## src/inc/alarm_manager_regs.vh

```
`ifndef ALARM_MANAGER_REGS_VH
`define ALARM_MANAGER_REGS_VH

// Clock and time base
`define CLK_PERIOD_NS     8
`define TICK_PERIOD_NS    1000000
`define TICK_CYCLES       (`TICK_PERIOD_NS / `CLK_PERIOD_NS)

// Lamp timing in milliseconds
`define BLINK_ON_MS       250
`define BLINK_OFF_MS      250
`define BLINK_PAUSE_MS    1500

// Alarm codes, equal to the blink count for every blinking alarm but the power-on sensor alarm
`define ALM_NONE          4'h0
`define ALM_OVERLOAD      4'h2
`define ALM_SENSOR        4'h3
`define ALM_OVERVOLT      4'h4
`define ALM_UNDERVOLT     4'h5
`define ALM_OVERSPEED     4'h6
`define ALM_OVERCURRENT   4'h7
`define ALM_DATA_CORRUPT  4'h8
`define ALM_OVERHEAT      4'h9
`define ALM_EXT_STOP      4'ha
`define ALM_START_PWRON   4'hb
`define ALM_SENSOR_PWRON  4'hc
`define ALM_CPU_FAULT     4'hf

// Blink count shown for the power-on sensor alarm
`define BLINKS_SENSOR     4'h3

// Limits: supply in 0.1 V, speed in r/min, temperature in 0.1 degC
`define OVERVOLT_DV       16'h017c
`define UNDERVOLT_DV      16'h00b4
`define OVERSPEED_RPM     16'h1450
`define OVERHEAT_DC       16'h0352

// History depth and snapshot width
`define HIST_DEPTH        4'ha
`define HIST_STATUS_W     16

// Power-on check timing in cycles
`define PWRON_CHECK_CYC   2'h2
`define PWRON_DONE_CYC    2'h3

`endif

```

## src/blink_lamp.v

```verilog
`include "alarm_manager_regs.vh"

module blink_lamp #(
    parameter ON_MS    = `BLINK_ON_MS,
    parameter OFF_MS   = `BLINK_OFF_MS,
    parameter PAUSE_MS = `BLINK_PAUSE_MS
) (
    input  wire       clk,
    input  wire       rstn,
    input  wire       tick,
    input  wire       active,
    input  wire       solid,
    input  wire [3:0] blinks,
    output reg        lamp_on
);

    localparam [1:0] ST_PAUSE = 2'h0;
    localparam [1:0] ST_ON    = 2'h1;
    localparam [1:0] ST_OFF   = 2'h2;

    localparam [11:0] ON_LAST    = ON_MS[11:0] - 12'h001;
    localparam [11:0] OFF_LAST   = OFF_MS[11:0] - 12'h001;
    localparam [11:0] PAUSE_LAST = PAUSE_MS[11:0] - 12'h001;

    reg [1:0]  state_r;
    reg [11:0] ms_r;
    reg [3:0]  left_r;

    always @(posedge clk or negedge rstn) begin
        if (!rstn) begin
            state_r <= ST_PAUSE;
            ms_r    <= 12'h000;
            left_r  <= 4'h0;
            lamp_on <= 1'b1;
        end else if (!active || solid) begin
            // Steady lamp: normal running or processor fault
            state_r <= ST_PAUSE;
            ms_r    <= 12'h000;
            left_r  <= blinks;
            lamp_on <= 1'b1;
        end else if (tick) begin
            case (state_r)
                ST_PAUSE: begin
                    lamp_on <= 1'b0;
                    if (ms_r >= PAUSE_LAST) begin
                        ms_r    <= 12'h000;
                        left_r  <= blinks;
                        lamp_on <= 1'b1;
                        state_r <= ST_ON;
                    end else begin
                        ms_r <= ms_r + 12'h001;
                    end
                end
                ST_ON: begin
                    if (ms_r >= ON_LAST) begin
                        ms_r    <= 12'h000;
                        lamp_on <= 1'b0;
                        left_r  <= left_r - 4'h1;
                        // Long dark gap after the last blink of a group
                        state_r <= (left_r <= 4'h1) ? ST_PAUSE : ST_OFF;
                    end else begin
                        ms_r <= ms_r + 12'h001;
                    end
                end
                ST_OFF: begin
                    if (ms_r >= OFF_LAST) begin
                        ms_r    <= 12'h000;
                        lamp_on <= 1'b1;
                        state_r <= ST_ON;
                    end else begin
                        ms_r <= ms_r + 12'h001;
                    end
                end
                default: begin
                    state_r <= ST_PAUSE;
                    ms_r    <= 12'h000;
                end
            endcase
        end
    end

endmodule // blink_lamp

```

## src/alarm_history.v

```verilog
`include "alarm_manager_regs.vh"

module alarm_history #(
    parameter [3:0] DEPTH = `HIST_DEPTH,
    parameter       SW    = `HIST_STATUS_W
) (
    input  wire          clk,
    input  wire          nvm_rstn,
    input  wire          wr,
    input  wire [3:0]    wr_code,
    input  wire [SW-1:0] wr_status,
    input  wire [3:0]    rd_index,
    output reg  [3:0]    rd_code,
    output reg  [SW-1:0] rd_status,
    output reg  [3:0]    count
);

    reg [3:0]    code_mem [0:DEPTH-1];
    reg [SW-1:0] stat_mem [0:DEPTH-1];
    reg [3:0]    wp_r;
    reg [4:0]    sum;
    reg [3:0]    slot;
    integer      i;

    // Index 0 is the newest entry
    always @* begin
        sum  = {1'b0, wp_r} + {1'b0, DEPTH} - 5'h01 - {1'b0, rd_index};
        slot = (sum >= {1'b0, DEPTH}) ? sum[3:0] - DEPTH : sum[3:0];
    end

    // Cleared by the retention reset only, not by the power-up reset
    always @(posedge clk or negedge nvm_rstn) begin
        if (!nvm_rstn) begin
            for (i = 0; i < DEPTH; i = i + 1) begin
                code_mem[i] <= `ALM_NONE;
                stat_mem[i] <= {SW{1'b0}};
            end
            wp_r      <= 4'h0;
            count     <= 4'h0;
            rd_code   <= `ALM_NONE;
            rd_status <= {SW{1'b0}};
        end else begin
            if (wr) begin
                // Oldest slot is overwritten once full
                code_mem[wp_r] <= wr_code;
                stat_mem[wp_r] <= wr_status;
                wp_r           <= (wp_r == DEPTH - 4'h1) ? 4'h0 : wp_r + 4'h1;
                if (count != DEPTH) begin
                    count <= count + 4'h1;
                end
            end
            if (rd_index < count) begin
                rd_code   <= code_mem[slot];
                rd_status <= stat_mem[slot];
            end else begin
                rd_code   <= `ALM_NONE;
                rd_status <= {SW{1'b0}};
            end
        end
    end

endmodule // alarm_history

```

## src/motor_driver_alarm_manager.v

```verilog
// Contract
// - Any alarm turns normally-open output on and normally-closed output off.
// - With the alarm outputs, stop the motor and blink the lamp red.
// - Clear a resettable alarm on the rising edge of the clear input.
// - Power-up restart and a software clear command also clear alarms.
// - Each alarm has fixed clearability; overcurrent, data corruption, overheat and processor fault need power-up.
// - Reject motor operation while any alarm is active.
// - Ignore clear requests while the operation input is on.
// - Alarm while turning removes drive and coasts, no braking.
// - Keep ten alarms with status snapshot, newest first, in retained storage.
// - When history is full, a new alarm overwrites the oldest entry.
// - History survives power removal and power cycling.
// - Overload alarm, two blinks, when overload lasts the configured time.
// - Sensor loss alarm; loss at power-up gives power-on sensor alarm, three blinks.
// - Overvoltage alarm, four blinks, above 38 V; clearable.
// - Undervoltage alarm, five blinks, below 18 V.
// - Overspeed alarm, six blinks, above 5200 r/min.
// - Overcurrent alarm, seven blinks; not clearable by the input.
// - Stored-data corruption alarm, eight blinks.
// - Main circuit overheat alarm, nine blinks, above 85 degC.
// - External stop alarm, ten blinks, on fault input off or software stop.
// - Start-prevention enabled and operation on at power-up gives eleven blinks.
// - Processor fault holds the lamp steadily lit; cleared only by power restart.
`include "alarm_manager_regs.vh"

module motor_driver_alarm_manager #(
    parameter TICK_CYCLES = `TICK_CYCLES
) (
    input  wire        clk,
    input  wire        rstn,
    input  wire        nvm_rstn,
    input  wire        alarm_clear_in,
    input  wire        operation_in,
    input  wire        external_fault_in,
    input  wire        sensor_ok_in,
    input  wire        brake_req_in,
    input  wire [15:0] supply_dv,
    input  wire [15:0] speed_rpm,
    input  wire [15:0] temp_dc,
    input  wire        overload_in,
    input  wire [15:0] overload_time_ms,
    input  wire        overcurrent_in,
    input  wire        config_corrupt_in,
    input  wire        cpu_fault_in,
    input  wire        prevent_start_en,
    input  wire        sw_clear,
    input  wire        sw_ext_stop,
    input  wire [15:0] driver_status,
    input  wire [3:0]  hist_index,
    output reg         alarm_out_normally_open,
    output reg         alarm_out_normally_closed,
    output wire        power_alarm_lamp,
    output reg         power_alarm_lamp_red,
    output reg         drive_enable,
    output reg         brake_on,
    output reg  [3:0]  alarm_code,
    output wire [3:0]  hist_code,
    output wire [15:0] hist_status,
    output wire [3:0]  hist_count
);

    localparam [16:0] TICK_LAST = TICK_CYCLES[16:0] - 17'h00001;

    // Pin synchronisers: clear, operation, external fault, sensor
    reg  [3:0]  sync1_r;
    reg  [3:0]  sync2_r;
    wire        clr_s;
    wire        op_s;
    wire        ext_s;
    wire        sens_s;
    reg         clr_d_r;

    reg  [16:0] div_r;
    reg         tick_r;
    reg  [1:0]  st_cnt_r;
    reg         start_done_r;
    reg         pon_sensor_r;
    reg         pon_start_r;
    reg  [15:0] ol_ms_r;

    reg         alarm_r;
    reg         alarm_nxt;
    reg  [3:0]  code_nxt;
    reg  [3:0]  det_code;
    reg         raise;
    reg         clear_req;
    wire        pon_check;
    wire        clr_edge;
    wire        ol_det;
    reg  [3:0]  blinks;

    assign clr_s     = sync2_r[0];
    assign op_s      = sync2_r[1];
    assign ext_s     = sync2_r[2];
    assign sens_s    = sync2_r[3];
    assign clr_edge  = clr_s & ~clr_d_r;
    assign pon_check = (st_cnt_r == `PWRON_CHECK_CYC);
    assign ol_det    = overload_in & (ol_ms_r >= overload_time_ms);

    function clearable;
        input [3:0] code;
        begin
            case (code)
                `ALM_OVERCURRENT:  clearable = 1'b0;
                `ALM_DATA_CORRUPT: clearable = 1'b0;
                `ALM_OVERHEAT:     clearable = 1'b0;
                `ALM_CPU_FAULT:    clearable = 1'b0;
                default:           clearable = 1'b1;
            endcase
        end
    endfunction

    always @(posedge clk or negedge rstn) begin
        if (!rstn) begin
            sync1_r <= 4'h0;
            sync2_r <= 4'h0;
            clr_d_r <= 1'b0;
        end else begin
            sync1_r <= {sensor_ok_in, external_fault_in, operation_in, alarm_clear_in};
            sync2_r <= sync1_r;
            clr_d_r <= clr_s;
        end
    end

    // Millisecond tick
    always @(posedge clk or negedge rstn) begin
        if (!rstn) begin
            div_r  <= 17'h00000;
            tick_r <= 1'b0;
        end else if (div_r >= TICK_LAST) begin
            div_r  <= 17'h00000;
            tick_r <= 1'b1;
        end else begin
            div_r  <= div_r + 17'h00001;
            tick_r <= 1'b0;
        end
    end

    // Power-on checks once the synchronisers hold pin levels
    always @(posedge clk or negedge rstn) begin
        if (!rstn) begin
            st_cnt_r     <= 2'h0;
            start_done_r <= 1'b0;
            pon_sensor_r <= 1'b0;
            pon_start_r  <= 1'b0;
        end else begin
            if (st_cnt_r != `PWRON_DONE_CYC) begin
                st_cnt_r <= st_cnt_r + 2'h1;
            end
            if (pon_check) begin
                start_done_r <= 1'b1;
                pon_sensor_r <= ~sens_s;
                pon_start_r  <= prevent_start_en & op_s;
            end else begin
                if (raise && code_nxt == `ALM_SENSOR_PWRON) begin
                    pon_sensor_r <= 1'b0;
                end
                if (raise && code_nxt == `ALM_START_PWRON) begin
                    pon_start_r <= 1'b0;
                end
            end
        end
    end

    // Overload duration in milliseconds
    always @(posedge clk or negedge rstn) begin
        if (!rstn) begin
            ol_ms_r <= 16'h0000;
        end else if (!overload_in) begin
            ol_ms_r <= 16'h0000;
        end else if (tick_r && ol_ms_r != 16'hffff) begin
            ol_ms_r <= ol_ms_r + 16'h0001;
        end
    end

    // Detection, highest priority first
    always @* begin
        det_code = `ALM_NONE;
        if (cpu_fault_in) begin
            det_code = `ALM_CPU_FAULT;
        end else if (overcurrent_in) begin
            det_code = `ALM_OVERCURRENT;
        end else if (config_corrupt_in) begin
            det_code = `ALM_DATA_CORRUPT;
        end else if (pon_sensor_r) begin
            det_code = `ALM_SENSOR_PWRON;
        end else if (!sens_s) begin
            det_code = `ALM_SENSOR;
        end else if (temp_dc > `OVERHEAT_DC) begin
            det_code = `ALM_OVERHEAT;
        end else if (supply_dv > `OVERVOLT_DV) begin
            det_code = `ALM_OVERVOLT;
        end else if (supply_dv < `UNDERVOLT_DV) begin
            det_code = `ALM_UNDERVOLT;
        end else if (speed_rpm > `OVERSPEED_RPM) begin
            det_code = `ALM_OVERSPEED;
        end else if (ol_det) begin
            det_code = `ALM_OVERLOAD;
        end else if (!ext_s || sw_ext_stop) begin
            det_code = `ALM_EXT_STOP;
        end else if (pon_start_r) begin
            det_code = `ALM_START_PWRON;
        end
    end

    // Latch and clear of the active alarm
    always @* begin
        alarm_nxt = alarm_r;
        code_nxt  = alarm_code;
        raise     = 1'b0;
        clear_req = alarm_r & (clr_edge | sw_clear) & ~op_s & clearable(alarm_code);
        if (clear_req) begin
            alarm_nxt = 1'b0;
            code_nxt  = `ALM_NONE;
        end else if (!alarm_r && start_done_r && det_code != `ALM_NONE) begin
            alarm_nxt = 1'b1;
            code_nxt  = det_code;
            raise     = 1'b1;
        end
    end

    // Power-up reset is the power restart clear
    always @(posedge clk or negedge rstn) begin
        if (!rstn) begin
            alarm_r                   <= 1'b0;
            alarm_code                <= `ALM_NONE;
            alarm_out_normally_open   <= 1'b0;
            alarm_out_normally_closed <= 1'b1;
            power_alarm_lamp_red      <= 1'b0;
            drive_enable              <= 1'b0;
            brake_on                  <= 1'b0;
        end else begin
            alarm_r                   <= alarm_nxt;
            alarm_code                <= code_nxt;
            alarm_out_normally_open   <= alarm_nxt;
            alarm_out_normally_closed <= ~alarm_nxt;
            power_alarm_lamp_red      <= alarm_nxt;
            // Operation refused while alarmed; drive removed so the motor coasts
            drive_enable              <= op_s & ~alarm_nxt & start_done_r;
            brake_on                  <= brake_req_in & ~op_s & ~alarm_nxt;
        end
    end

    always @* begin
        blinks = (alarm_code == `ALM_SENSOR_PWRON) ? `BLINKS_SENSOR : alarm_code;
    end

    blink_lamp u_lamp (
        .clk     (clk),
        .rstn    (rstn),
        .tick    (tick_r),
        .active  (alarm_r),
        .solid   (alarm_code == `ALM_CPU_FAULT),
        .blinks  (blinks),
        .lamp_on (power_alarm_lamp)
    );

    alarm_history u_hist (
        .clk       (clk),
        .nvm_rstn  (nvm_rstn),
        .wr        (raise),
        .wr_code   (code_nxt),
        .wr_status (driver_status),
        .rd_index  (hist_index),
        .rd_code   (hist_code),
        .rd_status (hist_status),
        .count     (hist_count)
    );

endmodule // motor_driver_alarm_manager

```

## config.mk

```make
export PLATFORM = sky130hd
export DESIGN_NAME = motor_driver_alarm_manager
export DESIGN_NICKNAME = d
export VERILOG_FILES = /design/src/blink_lamp.v /design/src/alarm_history.v /design/src/motor_driver_alarm_manager.v
export VERILOG_INCLUDE_DIRS = /design/src /design/src/inc
export SDC_FILE = /design/constraint.sdc
export NUM_CORES = 1
export LEC_CHECK = 0
export ABC_AREA = 1
export BUFFER_PORTS_ARGS = -buffer_cell sky130_fd_sc_hd__clkbuf_2
export CELL_PAD_IN_SITES_DETAIL_PLACEMENT = 1
export CELL_PAD_IN_SITES_GLOBAL_PLACEMENT = 2
export CORE_ASPECT_RATIO = 0.8
export CORE_MARGIN = 2
export CORE_UTILIZATION = 39
export DETAILED_ROUTE_END_ITERATION = 10
export PLACE_DENSITY = 0.84
export SETUP_SLACK_MARGIN = 0.05
export SLEW_MARGIN = 30
export SYNTH_ARGS = -nofsm -noshare
export SYNTH_HDL_FRONTEND = slang
export SYNTH_SLANG_ARGS = --single-unit
export TNS_END_PERCENT = 10
```

## constraint.sdc

```tcl
create_clock -name clk -period 9.3 [get_ports clk]
set_input_delay 0.465 -clock clk [delete_from_list [all_inputs] [get_ports clk]]
set_output_delay 0.465 -clock clk [all_outputs]
set_load 0.02 [all_outputs]
```

==> impl_results.html, run 1 <==
<table>
<tr><th>Metric</th><th>Value</th></tr>
<tr><th colspan="2">Run status</th></tr>
<tr><td>Result of the run</td><td>complete, no violations</td></tr>
<tr><th colspan="2">Power</th></tr>
<tr><td>Net switching power of the design</td><td>0.00301 W</td></tr>
<tr><td>Share of total power in combinational logic</td><td>48.3%</td></tr>
<tr><td>Switching share of power</td><td>45.9%</td></tr>
<tr><td>Register share of total power</td><td>32.1%</td></tr>
<tr><td>Clock network fraction of design power</td><td>19.6%</td></tr>
<tr><td>Total internal power</td><td>0.00354 W</td></tr>
<tr><td>Pwr Density</td><td>384 nW/um^2</td></tr>
<tr><td>IR Drop Worst-Case VDD</td><td>0.373 mV</td></tr>
<tr><td>Total leakage power</td><td>8.30 nW</td></tr>
<tr><th colspan="2">Cells and area</th></tr>
<tr><td>Antenna cell count</td><td>0</td></tr>
<tr><td>Final design utilization</td><td>44.9%</td></tr>
<tr><td>Net count reported at finish</td><td>2,039</td></tr>
<tr><td>Area occupied by multi-input gates</td><td>6320 sq um</td></tr>
<tr><td>Relative area change from synthesis to final layout</td><td>14.3%</td></tr>
<tr><td>Fraction of layout cells with a size suffix above 1</td><td>13.9%</td></tr>
<tr><td>Register cell area after layout</td><td>7580 sq um</td></tr>
<tr><td># fillers</td><td>4,587</td></tr>
<tr><th colspan="2">Hold path</th></tr>
<tr><td>Worst hold path stage count</td><td>1</td></tr>
<tr><td>Hold crit path type</td><td>in2reg</td></tr>
<tr><td>Hold endpoint</td><td>sync1_r[0]$_DFF_PN0_</td></tr>
<tr><td>Worst hold start</td><td>alarm_clear_in</td></tr>
<tr><th colspan="2">Floorplan</th></tr>
<tr><td>Cell row count</td><td>64</td></tr>
<tr><td>Standard cell core area</td><td>38,000 sq um</td></tr>
<tr><td>Chip Width</td><td>223 microns</td></tr>
<tr><td>Die Footprint</td><td>39,900 sq um</td></tr>
<tr><td>Initial Utilization</td><td>39.3%</td></tr>
<tr><td>Ports placed on the boundary</td><td>133</td></tr>
<tr><td>Overall die height</td><td>179 microns</td></tr>
<tr><th colspan="2">Clocking</th></tr>
<tr><td>CTS tree</td><td>yes</td></tr>
<tr><td>Clock root buffer</td><td>clkbuf_16</td></tr>
<tr><td>Maximum clock path buffer count</td><td>3</td></tr>
<tr><td>Total clock buffers created by CTS</td><td>35</td></tr>
<tr><td>Number of buffers inserted to repair setup after CTS</td><td>0</td></tr>
<tr><td>Total number of H-tree levels</td><td>2</td></tr>
<tr><td>Worst-path clk slew</td><td>0.06 ns</td></tr>
<tr><td>Number of clock sinks</td><td>303</td></tr>
<tr><td>Clock latency of the later-clocked register in the worst-skew pair</td><td>0.53 ns</td></tr>
<tr><th colspan="2">Place</th></tr>
<tr><td>Port Buffer Count</td><td>132</td></tr>
<tr><td>Final RePlAce weighted congestion</td><td>0.768</td></tr>
<tr><td>Detailed placement HPWL</td><td>28,500 microns</td></tr>
<tr><td>Setup WS pre-CTS</td><td>5.10 ns</td></tr>
<tr><th colspan="2">Timing</th></tr>
<tr><td>Clk_skew</td><td>0.0267 ns</td></tr>
<tr><td>Maximum operating frequency</td><td>238 MHz</td></tr>
<tr><td>Crit path time final</td><td>4.21 ns</td></tr>
<tr><td>Final Hold Violating Endpoints</td><td>0</td></tr>
<tr><td>Fin Setup TNS</td><td>0 ns</td></tr>
<tr><td>Total count of max-transition violations in the final report</td><td>0</td></tr>
<tr><td>Setup slack of the critical path after layout</td><td>5.09 ns</td></tr>
<tr><td>Actual slew at the worst max-slew pin</td><td>0.960 ns</td></tr>
<tr><td>Count of final setup violators</td><td>0</td></tr>
<tr><td>Unrepaired setup endpoints after global routing</td><td>no</td></tr>
<tr><td>Final Cycle Share</td><td>45.2%</td></tr>
<tr><td>Headroom to the max-slew limit</td><td>35.9%</td></tr>
<tr><th colspan="2">Route</th></tr>
<tr><td>First-iteration detailed-routing DRC count</td><td>837</td></tr>
<tr><td>TritonRoute pass-1 iters</td><td>5</td></tr>
<tr><td>Routed length per instance</td><td>18.4 microns</td></tr>
<tr><td>DRC errors left</td><td>0</td></tr>
<tr><td>Antenna-violating nets left</td><td>0</td></tr>
<tr><td>Routed via count</td><td>12,761</td></tr>
<tr><td>Post-DR vias/cell</td><td>5.29</td></tr>
<tr><td>Total Routed Length</td><td>44,400 microns</td></tr>
<tr><th colspan="2">Yosys</th></tr>
<tr><td>Gate count after technology mapping</td><td>1,801</td></tr>
<tr><td>Yosys warns</td><td>0</td></tr>
<tr><td>Distinct cell type count of the synthesized netlist</td><td>50</td></tr>
<tr><td>Share of synthesized area occupied by flip-flops and latches</td><td>50.8%</td></tr>
<tr><td>Post-Syn Area</td><td>14,900 sq um</td></tr>
<tr><td>Mean Syn Cell Area</td><td>8.29 sq um</td></tr>
<tr><td>Net Count, Synth</td><td>1,943</td></tr>
<tr><td>Proportion of synthesized flip-flops having asynchronous set or reset</td><td>100%</td></tr>
<tr><td>Post-synth top flop</td><td>dfrtp_1</td></tr>
<tr><td>Number of enable-type register cells in the synthesized netlist</td><td>0</td></tr>
<tr><td>Number of storage elements in the synthesis netlist</td><td>303</td></tr>
<tr><th colspan="2">Worst setup path</th></tr>
<tr><td>Launch point of the worst reg-to-reg path</td><td>u_hist.wp_r[1]$_DFFE_PN0P_</td></tr>
<tr><td>Critical path type</td><td>reg2reg</td></tr>
<tr><td>Critical Path, Cell by Cell</td><td>inv_1 -&gt; ha_1 -&gt; inv_1 -&gt; ha_1 -&gt; fa_1 -&gt; inv_1 -&gt; ha_1 -&gt; a21oi_1 -&gt; nor2_1 -&gt; or2_2 -&gt; o21ai_2 -&gt; buf_4 -&gt; inv_1 -&gt; o311ai_0 -&gt; a21oi_1 -&gt; nor3_1</td></tr>
<tr><td>Worst endpoint required time</td><td>9.67 ns</td></tr>
<tr><td>Register-to-Register Path Depth</td><td>16</td></tr>
<tr><td>Crit path largest cell delay</td><td>0.75 ns</td></tr>
<tr><td>Worst path arrival time</td><td>4.57 ns</td></tr>
<tr><td>Slack of the worst reg-to-reg path</td><td>5.09 ns</td></tr>
<tr><td>FF-to-FF End</td><td>u_hist.rd_code[3]$_DFF_PN0_</td></tr>
<tr><td>Type of element capturing the critical path</td><td>register</td></tr>
<tr><td>CP Launch Type</td><td>register</td></tr>
<tr><td>Critical path peak fanout</td><td>22</td></tr>
<tr><td>Worst path most repeated cell</td><td>inv_1</td></tr>
<tr><td>Cell with the largest stage delay on the worst path</td><td>inv_1</td></tr>
<tr><th colspan="2">Global routing</th></tr>
<tr><td>Vias in the first global route</td><td>13,341</td></tr>
<tr><td>Total congestion overflow</td><td>0</td></tr>
<tr><td>GRT Total Usage</td><td>22.9%</td></tr>
<tr><td>Wire length of the first global-routing pass</td><td>72,900 microns</td></tr>
<tr><td>Maximum number of pins on one net before global-route repair</td><td>79</td></tr>
<tr><td>Antenna violations before repair</td><td>1</td></tr>
<tr><th colspan="2">Job</th></tr>
<tr><td>Max-cap viol count</td><td>0</td></tr>
</table>
==> what timing repair did <==
item,4_1_cts,5_1_grt
gates resized for setup,0,0
hold buffers,2,0
setup endpoints to repair,0,0
endpoints found under the hold margin,90,0
==> worst max-delay path: cells and delay by family, from the launching register on <==
kind	cells	cell delay (ns)
AO/OA/AOI/OAI	4	0.66
adder cells (fa/ha/maj)	4	1.10
buffers and inverters	5	1.39
flip-flops	1	0.41
AND/OR/NAND/NOR	3	0.48
==> synthesized netlist by cell type, types with 3 or more instances <==
cell / count / area share [%]
a211oi_1: 3 / 0.15
a21oi_1: 77 / 2.6
a31oi_1: 3 / 0.13
buf_2: 40 / 1.3
clkbuf_1: 44 / 1.1
clkbuf_2: 5 / 0.17
dfrtp_1: 301 / 50
ha_1: 42 / 3.5
inv_1: 164 / 4.1
nand2_1: 421 / 11
nand3_1: 39 / 1.3
nand4_1: 12 / 0.50
nor2_1: 172 / 4.3
nor2_2: 3 / 0.13
nor3_1: 45 / 1.5
nor3b_1: 8 / 0.40
nor4_1: 4 / 0.17
o211ai_1: 43 / 2.2
o21ai_0: 197 / 6.6
o21ai_1: 42 / 1.4
o22ai_1: 5 / 0.21
o311ai_0: 39 / 2.3
or2_2: 42 / 1.8
xnor2_1: 4 / 0.23
xor2_1: 9 / 0.53
==> metal layers <==
| metal | global-route usage [%] | wire length (microns) | up-vias | part of all wire, % |
|---|---|---|---|---|
| li1 | - | - | 6128 | - |
| met1 | 33.2 | 22200 | 6340 | 50 |
| met2 | 36.8 | 19600 | 240 | 44 |
| met3 | 3.13 | 1850 | 53 | 4.2 |
| met4 | 4.89 | 715 | 0 | 1.6 |
| met5 | 0 | 0 | - | 0 |
==> cell families (layout without fill, tap and decap cells) <==
family          after synthesis  count (layout)  share of synthesized area [%]
fa+ha+maj                    43              43                           3.66
flops                       303             303                           50.8
mux                           1               1                         0.0754
buf+inv                     262             379                           7.09
compound gates              424             424                           16.3
xor+xnor                     13              13                          0.763
simple gates                755             755                           21.2
==> registers in the layout, summed over array words and instances (netlist names), 12 cells and up <==
register,cells
div_r,17
u_hist.stat_mem,160
u_hist.rd_status,16
u_lamp.ms_r,12
ol_ms_r,16
u_hist.code_mem,40
==> cells in the final DEF, fill, tap and decap left out, drive strengths merged <==
cell type and count:
nor4b 1, a21o 1, clkinv 9, o32ai 1, a22oi 2, dlygate4sd3 2, a221oi 1, a32o 1
nand3b 1, o311ai 39, o21a 2, a41oi 1, o22ai 5, nor3b 8, clkbuf 179, a211oi 3
and2 1, or2 42, ha 42, inv 168, nand4 12, a21oi 79, dfrtp 301, nor3 46
o21ai 239, o31ai 2, mux2 1, buf 20, nand3 41, dfstp 2, nand2 424, o211ai 43
a31oi 3, nor4 4, xor2 9, nor2 175, clkinvlp 1, fa 1, a21boi 2, xnor2 4
==> metrics by stage <==
stage	instance area (sq um)	hold slack (ns)	cells	total power, W
after floorplan	14900	0.169	1801	0.00415
after global placement	15900	0.338	2351	0.00515
after detailed placement	16000	0.346	2352	0.00526
after CTS	17000	0.0317	2412	0.00658
after global routing	17100	0.0471	2413	0.00709
final	17100	0.0543	2413	0.00656
==> cell type report <==
class / count / share of cell area (%)
flip-flops and latches: 303 / 44.5
inverters: 168 / 3.70
repair buffers: 153 / 5.06
well taps: 495 / 3.63
clock buffers: 48 / 5.72
multi-input cells: 1236 / 37.1
clock inverters: 10 / 0.352
==> power groups by stage <==
stage | clock [W] | combinational [W] | sequential, W
floorplan | 0 | 0.00207 | 0.00208
global placement | 0 | 0.00305 | 0.00210
detailed placement | 0 | 0.00314 | 0.00211
CTS | 0.00132 | 0.00316 | 0.00210
global route | 0.00137 | 0.00356 | 0.00216
finish | 0.00128 | 0.00317 | 0.00210
==> worst max-delay path by stage <==
stage                                           from  cells past startpoint                              to
after floorplan           u_hist.wp_r[1]$_DFFE_PN0P_                     18  u_hist.rd_status[10]$_DFF_PN0_
after global placement                 hist_index[1]                     16   u_hist.rd_status[0]$_DFF_PN0_
after detailed placement  u_hist.wp_r[1]$_DFFE_PN0P_                     16     u_hist.rd_code[3]$_DFF_PN0_
after CTS                 u_hist.wp_r[1]$_DFFE_PN0P_                     16  u_hist.rd_status[10]$_DFF_PN0_
after global routing      u_hist.wp_r[1]$_DFFE_PN0P_                     17     u_hist.rd_code[0]$_DFF_PN0_
final                     u_hist.wp_r[1]$_DFFE_PN0P_                     16     u_hist.rd_code[3]$_DFF_PN0_
No activity file was read; power rests on OpenSTA's default activity.
==> run 2: changes to the inputs <==
--- a/config.mk
+++ b/config.mk
@@ -12,9 +12,9 @@
 export CELL_PAD_IN_SITES_GLOBAL_PLACEMENT = 2
 export CORE_ASPECT_RATIO = 0.8
 export CORE_MARGIN = 2
-export CORE_UTILIZATION = 39
+export CORE_UTILIZATION = 33
 export DETAILED_ROUTE_END_ITERATION = 10
-export PLACE_DENSITY = 0.84
+export PLACE_DENSITY = 0.76
 export SETUP_SLACK_MARGIN = 0.05
 export SLEW_MARGIN = 30
 export SYNTH_ARGS = -nofsm -noshare
==> constraint.sdc (replaced) <==
create_clock -name clk -period 3.81 [get_ports clk]
set_input_delay 0.1905 -clock clk [delete_from_list [all_inputs] [get_ports clk]]
set_output_delay 0.1905 -clock clk [all_outputs]
set_load 0.02 [all_outputs]
==> run 2 against run 1 <==
Effect of this change: total power rose to 2.6 times the previous value; die area up 18%; via count shrank 0.69%; worst setup slack got worse by 4.8 ns; first-iteration DRC count down 9.4%; highest routed layer unchanged.
==> impl_results.html, run 2 (synthesis gave the netlist of run 1 again) <==
<table>
<tr><th>Metric</th><th>Value</th></tr>
<tr><th colspan="2">Hold path</th></tr>
<tr><td>Hold crit path type</td><td>in2reg</td></tr>
<tr><th colspan="2">Place</th></tr>
<tr><td>Detailed placement HPWL</td><td>29,400 microns (+3.1%)</td></tr>
<tr><td>Cell area after placement</td><td>16,300 sq um (+2.1%)</td></tr>
<tr><td>Final RePlAce weighted congestion</td><td>0.772 (+0.63%)</td></tr>
<tr><td>Port Buffer Count</td><td>132 (unchanged)</td></tr>
<tr><td>Setup WS pre-CTS</td><td>-0.135 ns (-5.23 ns)</td></tr>
<tr><th colspan="2">Global routing</th></tr>
<tr><td>Total congestion overflow</td><td>0 (unchanged)</td></tr>
<tr><td>GRT Total Usage</td><td>19.8% (-3.1 points)</td></tr>
<tr><td>Vias in the first global route</td><td>13,422 (+0.61%)</td></tr>
<tr><td>Maximum number of pins on one net before global-route repair</td><td>114 (+44%)</td></tr>
<tr><td>Antenna violations before repair</td><td>0 (-1)</td></tr>
<tr><td>Met2 layer usage reported by global route</td><td>30.7% (-6.2 points)</td></tr>
<tr><td>Layer carrying the most global-route usage</td><td>met2</td></tr>
<tr><td>Wire length of the first global-routing pass</td><td>74,700 microns (+2.5%)</td></tr>
<tr><td>Fraction of met3 tracks used by global routing</td><td>3.07% (-0.057 points)</td></tr>
<tr><td>Met1 routing resource usage after global routing</td><td>29.0% (-4.2 points)</td></tr>
<tr><th colspan="2">Floorplan</th></tr>
<tr><td>Die Footprint</td><td>47,000 sq um (+18%)</td></tr>
<tr><td>Cell row count</td><td>69 (+7.8%)</td></tr>
<tr><td>Ports placed on the boundary</td><td>133 (unchanged)</td></tr>
<tr><td>Overall die height</td><td>194 microns (+8.5%)</td></tr>
<tr><td>Chip Width</td><td>242 microns (+8.6%)</td></tr>
<tr><td>Standard cell core area</td><td>44,500 sq um (+17%)</td></tr>
<tr><td>Initial Utilization</td><td>33.5% (-5.8 points)</td></tr>
<tr><th colspan="2">Route</th></tr>
<tr><td>TritonRoute pass-1 iters</td><td>5 (unchanged)</td></tr>
<tr><td>Routed via count</td><td>12,673 (-0.69%)</td></tr>
<tr><td>DRC errors left</td><td>0 (unchanged)</td></tr>
<tr><td>First-iteration detailed-routing DRC count</td><td>758 (-9.4%)</td></tr>
<tr><td>Total Routed Length</td><td>45,400 microns (+2.2%)</td></tr>
<tr><td>Post-DR vias/cell</td><td>4.97 (-6.0%)</td></tr>
<tr><td>Routed length per instance</td><td>17.8 microns (-3.3%)</td></tr>
<tr><td>Antenna-violating nets left</td><td>0 (unchanged)</td></tr>
<tr><th colspan="2">Timing</th></tr>
<tr><td>Maximum operating frequency</td><td>285 MHz (+20%)</td></tr>
<tr><td>Headroom to the max-slew limit</td><td>38.7% (+2.8 points)</td></tr>
<tr><td>Final Hold Violating Endpoints</td><td>0 (unchanged)</td></tr>
<tr><td>Crit path time final</td><td>3.51 ns (-0.697 ns)</td></tr>
<tr><td>Final Cycle Share</td><td>92.1% (+47 points)</td></tr>
<tr><td>Setup slack of the critical path after layout</td><td>0.302 ns (-4.79 ns)</td></tr>
<tr><td>Count of final setup violators</td><td>0 (unchanged)</td></tr>
<tr><td>Unrepaired setup endpoints after global routing</td><td>yes</td></tr>
<tr><td>Total count of max-transition violations in the final report</td><td>0 (unchanged)</td></tr>
<tr><td>Clk_skew</td><td>0.0150 ns (-0.0117 ns)</td></tr>
<tr><td>Actual slew at the worst max-slew pin</td><td>0.920 ns (-0.0402 ns)</td></tr>
<tr><th colspan="2">Clocking</th></tr>
<tr><td>Maximum clock path buffer count</td><td>3 (unchanged)</td></tr>
<tr><td>Worst-path clk slew</td><td>0.06 ns (about the same)</td></tr>
<tr><td>Clock root buffer</td><td>clkbuf_16</td></tr>
<tr><td>Clock latency of the later-clocked register in the worst-skew pair</td><td>0.55 ns (+0.02 ns)</td></tr>
<tr><td>Number of clock sinks</td><td>303 (unchanged)</td></tr>
<tr><td>Total clock buffers created by CTS</td><td>35 (unchanged)</td></tr>
<tr><td>Total number of H-tree levels</td><td>2 (unchanged)</td></tr>
<tr><td>CTS tree</td><td>yes</td></tr>
<tr><th colspan="2">Power</th></tr>
<tr><td>Total leakage power</td><td>8.54 nW (+2.8%)</td></tr>
<tr><td>Pwr Density</td><td>949 nW/um^2 (+150%)</td></tr>
<tr><td>Pwr Total</td><td>0.0167 W (+160%)</td></tr>
<tr><td>IR Drop Worst-Case VDD</td><td>0.686 mV (+84%)</td></tr>
<tr><th colspan="2">Cells and area</th></tr>
<tr><td>Net count reported at finish</td><td>2,065 (+1.3%)</td></tr>
<tr><td>Post-route cell area</td><td>17,600 sq um (+3.5%)</td></tr>
<tr><td>Relative area change from synthesis to final layout</td><td>18.2%</td></tr>
<tr><td>Most used cells in the layout excluding fill and tap cells</td><td>419 x nand2_1, 301 x dfrtp_1, 195 x o21ai_0, 171 x nor2_1, 162 x inv_1</td></tr>
<tr><td>Final design utilization</td><td>39.6% (-5.3 points)</td></tr>
<tr><td>Most frequent standard cell in the layout excluding fill and tap cells</td><td>nand2_1</td></tr>
<tr><td>Antenna cell count</td><td>0 (unchanged)</td></tr>
<tr><td>Fraction of layout cells with a size suffix above 1</td><td>14.9% (+1.0 points)</td></tr>
<tr><td>Largest register FFs</td><td>160 (unchanged)</td></tr>
<tr><td>Largest registers</td><td>u_hist.stat_mem: 160 flops, u_hist.code_mem: 40 flops, div_r: 17 flops</td></tr>
<tr><td>Top reg by flops</td><td>u_hist.stat_mem</td></tr>
<tr><th colspan="2">Job</th></tr>
<tr><td>Max-cap viol count</td><td>0 (unchanged)</td></tr>
<tr><th colspan="2">Worst setup path</th></tr>
<tr><td>Type of element capturing the critical path</td><td>register</td></tr>
<tr><td>Critical path type</td><td>reg2reg</td></tr>
<tr><td>Critical path peak fanout</td><td>10 (-55%)</td></tr>
<tr><td>CP Launch Type</td><td>register</td></tr>
<tr><td>Worst endpoint required time</td><td>4.25 ns (-5.42 ns)</td></tr>
<tr><td>Worst path arrival time</td><td>3.95 ns (-0.62 ns)</td></tr>
<tr><th colspan="2">Run status</th></tr>
<tr><td>Result of the run</td><td>complete, no violations</td></tr>
</table>
## run 2: cell types whose count changed in the layout (fill, tap and decap cells not counted), sizes merged
cell         previous run  this run
dlygate4sd3             2         8
bufinv                  0         2
clkbuf                179       183
inv                   168       165
clkinv                  9         8
clkinvlp                1         2
buf                    20        40
## run 2: critical path: stages (launching register included)
cell        delay (ns)
dfrtp_1           0.39
inv_1             0.08
ha_1              0.27
inv_1             0.04
ha_1              0.22
fa_1              0.43
inv_1             0.16
ha_1              0.24
a21oi_1           0.08
nor2_1            0.24
inv_1             0.13
o21ai_4           0.34
clkinvlp_4        0.14
buf_4             0.21
o311ai_0          0.12
a21oi_1           0.11
nor3_1            0.19
## run 2: where the power goes
group          switching (W)  internal (W)  total (W)
registers           0.000705       0.00442    0.00513
clock network        0.00137       0.00206    0.00344
logic                0.00529       0.00289    0.00818
total                0.00737       0.00938     0.0167
## run 2: area by class of cell
type | count | area, sq um
Timing Repair Buffer | 178 | 1180
Clock buffer | 53 | 1070
Sequential cell | 303 | 7580
Tap cell | 603 | 754
Clock inverter | 8 | 90.1
Fill cell | 5334 | 26900
Multi-Input combinational cell | 1236 | 6320
Timing Repair inverter | 1 | 7.51
Inverter | 168 | 634
## run 2: timing repair
action / CTS / global route
hold buffers: 8 / 0
setup buffers: 0 / 4
endpoints found under the hold margin: 166 / 0
gates cloned: 0 / 1
setup endpoints to repair: 19 / 20
pin swaps: 0 / 1
gates resized for setup: 2 / 14
## run 2: worst paths after layout
kind                                                        end                       start  depth (start not counted)  slack [ns]
worst max-delay path              u_hist.rd_status[9]$_DFF_PN0_  u_hist.wp_r[1]$_DFFE_PN0P_                         16        0.30
worst min-delay path            u_hist.stat_mem[41]$_DFFE_PN0P_            driver_status[9]                          3        0.05
worst max register to register    u_hist.rd_status[9]$_DFF_PN0_  u_hist.wp_r[1]$_DFFE_PN0P_                         16        0.30
worst min register to register             sync2_r[0]$_DFF_PN0_        sync1_r[0]$_DFF_PN0_                          0        0.34
max in group asynchronous       u_hist.code_mem[29]$_DFFE_PN0P_                    nvm_rstn                          4        2.55
min in group asynchronous       u_hist.stat_mem[21]$_DFFE_PN0P_                    nvm_rstn                          2        0.17
## run 2: routing by layer
layer  vias up  share of wire, %
li1       6209                 -
met1      6251                51
met2       171                44
met3        42               3.5
met4         0               1.4
met5         -                 0
## run 2: stage by stage
| stage | hold WS [ns] | TNS, ns | cells |
|---|---|---|---|
| 4_1_cts | 0.0203 | 0 | 2544 |
| 5_1_grt | 0.0755 | 0 | 2550 |
| 3_5_place_dp | 0.300 | -1.01 | 2475 |
| 6_report | 0.0523 | 0 | 2550 |
| 3_3_place_gp | 0.291 | 0 | 2475 |
| 2_1_floorplan | -0.105 | 0 | 1801 |
